`src/counter_array_pkg.sv`:
```
// constants for the counter array block
// assumes a 32-bit apb bus, one aligned word per register index
package counter_array_pkg;
  // ==========================================
  // register indices, byte address = 4 * index
  localparam logic [9:0] IDX_MODE = 10'h0D9;
  localparam logic [9:0] IDX_CTRL = 10'h0D8;
  localparam logic [9:0] IDX_CNT_LO = 10'h040;
  localparam logic [9:0] IDX_CNT_HI = 10'h041;
  localparam logic [9:0] IDX_MMODE0 = 10'h020;
  localparam logic [9:0] IDX_CMPL0 = 10'h028;
  localparam logic [9:0] IDX_CMPH0 = 10'h030;
  // ==========================================
  // counter mode fields
  localparam int IDLE_STOP_BIT = 7;
  localparam int WD_EN_BIT = 6;
  localparam int SRC_HI_BIT = 2;
  localparam int SRC_LO_BIT = 1;
  localparam int OVF_IE_BIT = 0;
  localparam logic [7:0] MODE_USED = 8'hC7;
  // counter control fields
  localparam int OVF_FLAG_BIT = 7;
  localparam int RUN_BIT = 6;
  localparam logic [7:0] CTRL_USED = 8'hDF;
  // module mode fields
  localparam int CMP_EN_BIT = 6;
  localparam int CAP_RISE_BIT = 5;
  localparam int CAP_FALL_BIT = 4;
  localparam int MATCH_EN_BIT = 3;
  localparam int TOGGLE_BIT = 2;
  localparam int PWM_BIT = 1;
  localparam int MOD_IE_BIT = 0;
  localparam logic [7:0] MMODE_USED = 8'h7F;
  // ==========================================
  // reset values and counts
  localparam logic [7:0] REG_RST = 8'h00;
  localparam logic [15:0] CNT_MAX = 16'hFFFF;
  localparam logic [2:0] DIV6_LAST = 3'h5;
  localparam int NUM_MODULES = 5;
  localparam int WD_MODULE = 4;
  typedef enum logic [1:0] {
    SRC_DIV6 = 2'h0,
    SRC_DIV2 = 2'h1,
    SRC_T0 = 2'h2,
    SRC_EXT = 2'h3
  } count_src_t;
endpackage

```
`src/cc_unit.sv`:
```
// one compare/capture module of the counter array
// assumes count and its update strobe come from the shared time base
`timescale 1ns/1ps
module cc_unit (
  // clock and reset
  input wire logic clk_sys,
  input wire logic reset,
  // time base
  input wire logic [15:0] count,
  input wire logic upd,
  // register writes
  input wire logic mode_wr,
  input wire logic lo_wr,
  input wire logic hi_wr,
  input wire logic [7:0] wdata,
  // capture pin edges
  input wire logic pin_rise,
  input wire logic pin_fall,
  // results
  output logic [7:0] mode_r,
  output logic [7:0] cmp_lo_r,
  output logic [7:0] cmp_hi_r,
  output logic match,
  output logic event_pulse,
  output logic pin_out_r,
  output logic pin_drive
);
  logic cmp_en, pwm_en, cap_go, tog_go, reload;
  assign cmp_en = mode_r[counter_array_pkg::CMP_EN_BIT];
  assign pwm_en = cmp_en & mode_r[counter_array_pkg::PWM_BIT];
  // ==========================================
  // compare and capture
  assign match = upd & (count == {cmp_hi_r, cmp_lo_r});
  assign cap_go = (pin_rise & mode_r[counter_array_pkg::CAP_RISE_BIT])
    | (pin_fall & mode_r[counter_array_pkg::CAP_FALL_BIT]);
  assign tog_go = match & cmp_en & mode_r[counter_array_pkg::TOGGLE_BIT];
  assign event_pulse = cap_go
    | (match & cmp_en & mode_r[counter_array_pkg::MATCH_EN_BIT]);
  assign reload = pwm_en & upd & (count[7:0] == 8'h00);
  assign pin_drive = cmp_en & (pwm_en | mode_r[counter_array_pkg::TOGGLE_BIT]);

  always_ff @(posedge clk_sys or posedge reset) begin
    if (reset) begin
      mode_r <= counter_array_pkg::REG_RST;
    end else if (mode_wr) begin
      mode_r <= wdata & counter_array_pkg::MMODE_USED;
    end
  end

  always_ff @(posedge clk_sys or posedge reset) begin
    if (reset) begin
      cmp_lo_r <= counter_array_pkg::REG_RST;
      cmp_hi_r <= counter_array_pkg::REG_RST;
    end else if (cap_go) begin
      cmp_lo_r <= count[7:0];
      cmp_hi_r <= count[15:8];
    end else begin
      if (lo_wr) begin
        cmp_lo_r <= wdata;
      end else if (reload) begin
        cmp_lo_r <= cmp_hi_r;
      end
      if (hi_wr) begin
        cmp_hi_r <= wdata;
      end
    end
  end

  // ==========================================
  // output pin level
  always_ff @(posedge clk_sys or posedge reset) begin
    if (reset) begin
      pin_out_r <= 1'b0;
    end else if (pwm_en) begin
      pin_out_r <= (count[7:0] >= cmp_lo_r);
    end else if (tog_go) begin
      pin_out_r <= ~pin_out_r;
    end
  end
endmodule // cc_unit

```
`src/counter_array.sv`:
```
// counter array: shared 16-bit time base and five compare/capture modules
// assumes apb master on clk_sys; port 1 pins arrive unsynchronised
//
// Contract
// - time base advances from clock/6, clock/2, timer0 overflow or external pin.
// - source field 00 div6, 01 div2, 10 timer0, 11 external pin.
// - one 16-bit count is the time base for all five modules.
// - idle-stop bit set halts the count while the cpu idles.
// - watchdog enable turns module 4 watchdog on; module stays usable otherwise.
// - enabled watchdog match on module 4 makes an internal reset pulse.
// - run bit gates the counter; cleared means stopped.
// - overflow sets sticky flag; interrupt if enabled; only software clears it.
// - module match or capture sets its flag; software can clear each.
// - overflow and five module events share one interrupt line.
// - external count on p1 bit 2, modules on bits 3-7; else gpio.
// - module interrupt enable gates its flag onto the interrupt line.
// - toggle bit makes the module pin invert on each compare match.
// - match enable lets a compare match set the module flag.
// - falling and rising enables select capture edges; both means either.
// - comparator enable activates compare; needed by timer, output, pwm.
// - capture edge copies the 16-bit count to capture registers, sets flag.
// - comparator plus match enable make a 16-bit software timer.
// - toggle, match and comparator enable make high-speed output mode.
// - pwm bit selects 8-bit pwm sharing the time base frequency.
// - pwm low while count low byte below compare; reload on wrap.
`timescale 1ns/1ps
module counter_array (
  // clock and reset
  input wire logic clk_sys,
  input wire logic reset,
  // apb slave
  input wire logic psel,
  input wire logic penable,
  input wire logic pwrite,
  input wire logic [11:0] paddr,
  input wire logic [31:0] pwdata,
  output logic [31:0] prdata,
  output logic pready,
  output logic pslverr,
  // core side
  input wire logic cpu_idle,
  input wire logic timer0_ovf,
  output logic irq,
  output logic wd_reset,
  // port 1 pins, bits 2 to 7
  input wire logic [7:2] p1_in,
  input wire logic [7:2] gpio_out,
  input wire logic [7:2] gpio_oe,
  output logic [7:2] p1_out,
  output logic [7:2] p1_oe
);
  localparam int N = counter_array_pkg::NUM_MODULES;

  function automatic logic hit(input logic [9:0] idx, input logic [9:0] want);
    hit = (idx == want);
  endfunction

  // ==========================================
  // apb decode
  logic [9:0] idx;
  logic setup, wr;
  logic [N-1:0] mm_wr, lo_wr, hi_wr;
  logic mode_wr, ctrl_wr, cnt_lo_wr, cnt_hi_wr;
  logic [31:0] rd_nxt;
  logic mapped;

  assign idx = paddr[11:2];
  assign setup = psel & ~penable;
  assign wr = psel & penable & pwrite;
  assign pready = 1'b1;
  assign mode_wr = wr & hit(idx, counter_array_pkg::IDX_MODE);
  assign ctrl_wr = wr & hit(idx, counter_array_pkg::IDX_CTRL);
  assign cnt_lo_wr = wr & hit(idx, counter_array_pkg::IDX_CNT_LO);
  assign cnt_hi_wr = wr & hit(idx, counter_array_pkg::IDX_CNT_HI);

  // ==========================================
  // registers
  logic [7:0] mode_r, ctrl_r;
  logic [15:0] count_r;
  logic [2:0] pre_r;
  logic upd_r;
  logic [N-1:0] flag_r;
  logic ovf_flag_r;
  logic wd_reset_r;
  logic [31:0] prdata_r;
  logic pslverr_r;

  // ==========================================
  // per-module signals
  logic [7:0] m_mode [N];
  logic [7:0] m_lo [N];
  logic [7:0] m_hi [N];
  logic [N-1:0] m_match, m_event, m_out, m_drive, m_ie;

  always_comb begin
    rd_nxt = 32'h0000_0000;
    mapped = 1'b1;
    if (hit(idx, counter_array_pkg::IDX_MODE)) begin
      rd_nxt[7:0] = mode_r;
    end else if (hit(idx, counter_array_pkg::IDX_CTRL)) begin
      rd_nxt[7:0] = {ovf_flag_r, ctrl_r[6], 1'b0, flag_r};
    end else if (hit(idx, counter_array_pkg::IDX_CNT_LO)) begin
      rd_nxt[7:0] = count_r[7:0];
    end else if (hit(idx, counter_array_pkg::IDX_CNT_HI)) begin
      rd_nxt[7:0] = count_r[15:8];
    end else begin
      mapped = 1'b0;
      for (int i = 0; i < N; i++) begin
        if (hit(idx, counter_array_pkg::IDX_MMODE0 + 10'(i))) begin
          rd_nxt[7:0] = m_mode[i];
          mapped = 1'b1;
        end
        if (hit(idx, counter_array_pkg::IDX_CMPL0 + 10'(i))) begin
          rd_nxt[7:0] = m_lo[i];
          mapped = 1'b1;
        end
        if (hit(idx, counter_array_pkg::IDX_CMPH0 + 10'(i))) begin
          rd_nxt[7:0] = m_hi[i];
          mapped = 1'b1;
        end
      end
    end
  end

  always_comb begin
    for (int i = 0; i < N; i++) begin
      mm_wr[i] = wr & hit(idx, counter_array_pkg::IDX_MMODE0 + 10'(i));
      lo_wr[i] = wr & hit(idx, counter_array_pkg::IDX_CMPL0 + 10'(i));
      hi_wr[i] = wr & hit(idx, counter_array_pkg::IDX_CMPH0 + 10'(i));
    end
  end

  // read data and error latched in the setup cycle
  always_ff @(posedge clk_sys or posedge reset) begin
    if (reset) begin
      prdata_r <= 32'h0000_0000;
      pslverr_r <= 1'b0;
    end else if (setup) begin
      prdata_r <= pwrite ? 32'h0000_0000 : rd_nxt;
      pslverr_r <= ~mapped;
    end
  end
  assign prdata = prdata_r;
  assign pslverr = pslverr_r & psel & penable;

  always_ff @(posedge clk_sys or posedge reset) begin
    if (reset) begin
      mode_r <= counter_array_pkg::REG_RST;
    end else if (mode_wr) begin
      mode_r <= pwdata[7:0] & counter_array_pkg::MODE_USED;
    end
  end

  always_ff @(posedge clk_sys or posedge reset) begin
    if (reset) begin
      ctrl_r <= counter_array_pkg::REG_RST;
    end else if (ctrl_wr) begin
      ctrl_r <= pwdata[7:0] & counter_array_pkg::CTRL_USED;
    end
  end

  // ==========================================
  // pin synchronisers, three stages
  logic [7:2] s1_r, s2_r, s3_r, filt_r, filt_d_r;
  logic [7:2] rise, fall;

  always_ff @(posedge clk_sys or posedge reset) begin
    if (reset) begin
      s1_r <= 6'h00;
      s2_r <= 6'h00;
      s3_r <= 6'h00;
      filt_r <= 6'h00;
      filt_d_r <= 6'h00;
    end else begin
      s1_r <= p1_in;
      s2_r <= s1_r;
      s3_r <= s2_r;
      for (int b = 2; b < 8; b++) begin
        if (s2_r[b] == s3_r[b]) begin
          filt_r[b] <= s3_r[b];
        end
      end
      filt_d_r <= filt_r;
    end
  end
  assign rise = filt_r & ~filt_d_r;
  assign fall = ~filt_r & filt_d_r;

  // ==========================================
  // time base
  counter_array_pkg::count_src_t src;
  logic src_tick, run_ok, adv, ovf_set;

  assign src = counter_array_pkg::count_src_t'({mode_r[counter_array_pkg::SRC_HI_BIT],
    mode_r[counter_array_pkg::SRC_LO_BIT]});

  always_ff @(posedge clk_sys or posedge reset) begin
    if (reset) begin
      pre_r <= 3'h0;
    end else if (pre_r == counter_array_pkg::DIV6_LAST) begin
      pre_r <= 3'h0;
    end else begin
      pre_r <= pre_r + 3'h1;
    end
  end

  always_comb begin
    unique case (src)
      counter_array_pkg::SRC_DIV6: src_tick = (pre_r == counter_array_pkg::DIV6_LAST);
      counter_array_pkg::SRC_DIV2: src_tick = pre_r[0];
      counter_array_pkg::SRC_T0: src_tick = timer0_ovf;
      counter_array_pkg::SRC_EXT: src_tick = rise[2];
    endcase
  end

  assign run_ok = ctrl_r[counter_array_pkg::RUN_BIT]
    & ~(mode_r[counter_array_pkg::IDLE_STOP_BIT] & cpu_idle);
  assign adv = run_ok & src_tick;
  assign ovf_set = adv & (count_r == counter_array_pkg::CNT_MAX);

  always_ff @(posedge clk_sys or posedge reset) begin
    if (reset) begin
      count_r <= 16'h0000;
    end else if (cnt_lo_wr) begin
      count_r[7:0] <= pwdata[7:0];
    end else if (cnt_hi_wr) begin
      count_r[15:8] <= pwdata[7:0];
    end else if (adv) begin
      count_r <= count_r + 16'h0001;
    end
  end

  always_ff @(posedge clk_sys or posedge reset) begin
    if (reset) begin
      upd_r <= 1'b0;
    end else begin
      upd_r <= adv & ~cnt_lo_wr & ~cnt_hi_wr;
    end
  end

  // ==========================================
  // flags, hardware set wins over software write
  always_ff @(posedge clk_sys or posedge reset) begin
    if (reset) begin
      ovf_flag_r <= 1'b0;
    end else if (ovf_set) begin
      ovf_flag_r <= 1'b1;
    end else if (ctrl_wr) begin
      ovf_flag_r <= pwdata[counter_array_pkg::OVF_FLAG_BIT];
    end
  end

  always_ff @(posedge clk_sys or posedge reset) begin
    if (reset) begin
      flag_r <= 5'h00;
    end else begin
      for (int i = 0; i < N; i++) begin
        if (m_event[i]) begin
          flag_r[i] <= 1'b1;
        end else if (ctrl_wr) begin
          flag_r[i] <= pwdata[i];
        end
      end
    end
  end

  always_comb begin
    for (int i = 0; i < N; i++) begin
      m_ie[i] = m_mode[i][counter_array_pkg::MOD_IE_BIT];
    end
  end
  assign irq = (ovf_flag_r & mode_r[counter_array_pkg::OVF_IE_BIT])
    | (|(flag_r & m_ie));

  // ==========================================
  // watchdog on module 4
  always_ff @(posedge clk_sys or posedge reset) begin
    if (reset) begin
      wd_reset_r <= 1'b0;
    end else begin
      wd_reset_r <= mode_r[counter_array_pkg::WD_EN_BIT]
        & m_match[counter_array_pkg::WD_MODULE];
    end
  end
  assign wd_reset = wd_reset_r;

  // ==========================================
  // compare/capture modules
  for (genvar g = 0; g < N; g++) begin : g_mod
    cc_unit u_cc (
      .clk_sys(clk_sys),
      .reset(reset),
      .count(count_r),
      .upd(upd_r),
      .mode_wr(mm_wr[g]),
      .lo_wr(lo_wr[g]),
      .hi_wr(hi_wr[g]),
      .wdata(pwdata[7:0]),
      .pin_rise(rise[g+3]),
      .pin_fall(fall[g+3]),
      .mode_r(m_mode[g]),
      .cmp_lo_r(m_lo[g]),
      .cmp_hi_r(m_hi[g]),
      .match(m_match[g]),
      .event_pulse(m_event[g]),
      .pin_out_r(m_out[g]),
      .pin_drive(m_drive[g])
    );
  end

  // ==========================================
  // port 1 pin sharing
  always_comb begin
    p1_out[2] = gpio_out[2];
    p1_oe[2] = gpio_oe[2];
    for (int i = 0; i < N; i++) begin
      p1_out[i+3] = m_drive[i] ? m_out[i] : gpio_out[i+3];
      p1_oe[i+3] = m_drive[i] | gpio_oe[i+3];
    end
  end
endmodule // counter_array

```
`config.mk`:
```
export PLATFORM = sky130hd
export DESIGN_NAME = counter_array
export DESIGN_NICKNAME = d
export VERILOG_FILES = /design/src/counter_array_pkg.sv /design/src/cc_unit.sv /design/src/counter_array.sv
export SDC_FILE = /design/constraint.sdc
export NUM_CORES = 1
export LEC_CHECK = 0
export ABC_AREA = 1
export BUFFER_PORTS_ARGS = -buffer_cell sky130_fd_sc_hd__buf_4
export CAP_MARGIN = 30
export CORE_ASPECT_RATIO = 1.2
export CORE_UTILIZATION = 30
export DETAILED_ROUTE_END_ITERATION = 10
export SYNTH_ARGS = -nofsm -noshare
export SYNTH_HDL_FRONTEND = slang
export SYNTH_HIERARCHICAL = 1
export SYNTH_SLANG_ARGS = --single-unit
```
`constraint.sdc`:
```
create_clock -name clk_sys -period 2.8 [get_ports clk_sys]
set_input_delay 0.56 -clock clk_sys [delete_from_list [all_inputs] [get_ports clk_sys]]
set_output_delay 0.56 -clock clk_sys [all_outputs]
set_load 0.01 [all_outputs]
```
==> key figures <==
Clock tree
  • Post-CTS sizing: 0
  • TritonCTS clock tree: built
  • H-tree Lvls: 4
  • Clock Sink Count: 192
  • Clk root buf: clkbuf_16
  • Num CTS Buffers: 17
  • Skew-Pair Late Insertion Delay: 480 ps
  • Clk buf depth: 2
  • Worst-path clk slew: around 70 ps
  • Cts hold-fix bufs: 0
  • # Post-CTS Setup Buffers: 0

Timing
  • RSZ-0062 raised after global routing: no
  • Rel. slew slack: between 40 and 50%
  • Worst Max-Slew Pin Slew: roughly 830 ps
  • Final Hold Viols: 0
  • Fmax: between 0.4 and 0.5 GHz
  • Tmin final: ~2400 ps
  • Setup tns final: 0 ps
  • Worst clock skew: approximately 13 ps
  • Count of pins over their slew limit: 0
  • Endpoints failing setup: 0
  • Tcrit/Tclk final: between 80% and 90%

Worst setup path
  • Critical path launch point type: flop
  • Bufs and invs on worst path: 2
  • Reg2Reg Depth: 12
  • CP Capture Type: flop
  • Crit path cell chain: inv_2 > nor3_2 > nand3_1 > nor2_1 > inv_1 > nor2_1 > nand3_1 > nor3_2 > nand4_1 > xor2_1 > o21ai_1 > o21ai_1
  • Launch point of the worst reg-to-reg path: count_r[0]
  • CP max stage delay: 410 ps
  • Setup crit end: count_r[15]
  • WP depth: 12
  • Crit path from: count_r[0]
  • Class of the most critical setup path: reg -> reg
  • Reg2reg end: count_r[15]
  • R2R setup slack: around 420 ps
  • Crit path max fanout: 4
  • CP required: about 3200 ps
  • Critical path's top delay family: simple AND/OR/NAND/NOR gates
  • Slowest CP cell: dfrtp_1
  • Critical Path AT: around 2700 ps

Floorplanning
  • Row count: 84
  • Die Y: 233.9 um
  • Starting Density: 30.53%
  • Die Wd: slightly below 200 um
  • Core ar.: 0.04404 mm2
  • Total I/O pin count: 117
  • Die ar.: approximately 0.046 mm2

Finish
  • Nets: between 2000 and 2500
  • Share of cells above drive strength 1: between 10% and 20%
  • Synth-to-layout area growth: 13.44%
  • Utilization after layout: 34.63%

Global route
  • GR Overflow Total: 0
  • Vias in the first global route: 11980
  • First-pass GRT wire length: about 69000 um
  • Initial antenna violation count: 1
  • Largest net degree at the start of global routing: 35
  • GRT Util Overall: about a fifth

Yosys
  • Mapped Cells: 1834
  • Synth warnings: 6
  • Mapped cell area: between 0.01 and 0.015 mm2
  • Avg Inst Size Synth: approximately 7.3 um2

Drt
  • Vias per cell: 4.962
  • Average wire per standard cell: between 15 and 20 um
  • # DRC: 0
  • Initial DRT Pass Iterations: 6
  • Final WL: 44920 um
  • Iter 0 DRT Violations: ~1100
  • Vias: between 10000 and 15000
  • Antenna viol nets, final: 0

Placement
  • GPL Wtd Cong: approximately 0.96
  • Hpwl dp: 33510 um
  • Number of port buffers: 61

Power and ir drop
  • IR drop worst, VDD: between 0.0004 and 0.0005 V
  • Leak: roughly 0.008 uW
  • Power per cell area: roughly 560 mW/mm2

Worst hold path
  • Hold WC Path Type: in -> async

Run
  • Max Cap Viol: 0

Run status
  • Status: completed
-- through the flow --
step / power (uW) / hold slack [ps] / instances / instance area, um2 / worst slack, ps
after floorplan: 4842 / 331.2 / 1857 / 13530 / 415.1
after global placement: 5852 / 332.2 / 2465 / 14620 / 91.52
after detailed placement: 5917 / 334.7 / 2466 / 14650 / 88.12
after CTS: 8519 / 3.211 / 2498 / 15250 / 456.5
after global routing: 8969 / 20.72 / 2498 / 15250 / 264.4
final: 8489 / 15.87 / 2499 / 15250 / 423.0
-- metal layers --
| metal | wire length (um) | global-route usage (%) | part of all wire, % | up-vias |
|---|---|---|---|---|
| li1 | - | - | - | 6025 |
| met1 | 18560 | 25.14 | 41 | 5802 |
| met2 | 20770 | 33.31 | 46 | 456 |
| met3 | 3125 | 2.934 | 7.0 | 115 |
| met4 | 2438 | 11.39 | 5.4 | 2 |
| met5 | 13 | 0 | 0.029 | - |
-- report_power, final --
part           total [uW]  leakage, uW  switching [uW]  internal, uW
combinational        2560      0.00572            1730           827
sequential           3350      0.00214             374          2980
clock                2580     0.000299            1240          1340
-- worst min-delay path by stage --
stage               cells past startpoint    start                 endpoint
floorplan                               0  s1_r[2]                  s2_r[2]
global placement                        0  s1_r[5]                  s2_r[5]
detailed placement                      0  s1_r[6]                  s2_r[6]
CTS                                     2    reset  g_mod[2].u_cc/mode_r[0]
global route                            2    reset  g_mod[2].u_cc/mode_r[0]
finish                                  2    reset  g_mod[2].u_cc/mode_r[0]
-- registers in the layout (all words and copies together) (netlist names) --
register,count
g_mod.u_cc/cmp_hi_r,40
wd_reset,1
upd_r,1
pre_r,3
g_mod.u_cc/cmp_lo_r,40
s3_r,6
s2_r,6
filt_r,6
mode_r,5
g_mod.u_cc/pin_out_r,5
filt_d_r,6
prdata,8
pslverr_r,1
g_mod.u_cc/mode_r,35
flag_r,5
s1_r,6
ctrl_r,1
ovf_flag_r,1
count_r,16
-- layout by cell type (no fill, tap or decap), drive strengths merged, types with 2 or more instances in the layout --
cell type / n
nor3: 13
buf: 135
o21ai: 165
o221ai: 40
o31ai: 6
mux2i: 2
nor2: 143
mux2: 40
o21bai: 6
nand2: 512
or2: 20
dfrtp: 192
clkinv: 9
maj3: 6
and2: 2
nand3: 103
xor2: 14
inv: 309
o22ai: 10
a221oi: 4
and3: 2
o211ai: 11
clkbuf: 20
nand4: 17
a21oi: 76
a211oi: 3
ha: 41
conb: 30
-- worst reg2reg max path: cells and delay by family (launching register included) --
kind	cells	cell delay [ps]
buffers and inverters	2	130
xor gates and xnor gates	1	190
and+or+nand+nor	7	1350
DFF	1	410
AOI/OAI and AO/OA	2	190
-- area by class of cell --
cell class,instances,area (um2)
Fill cell,4606,28790
Antenna cell,1,2.502
Sequential cell,192,4805
Clock buffer,20,466.7
Clock inverter,12,133.9
Timing Repair Buffer,135,1059
Multi-Input combinational cell,1273,6914
Tap cell,559,699.4
Inverter,307,1172
(Power assumes the default switching activity.)
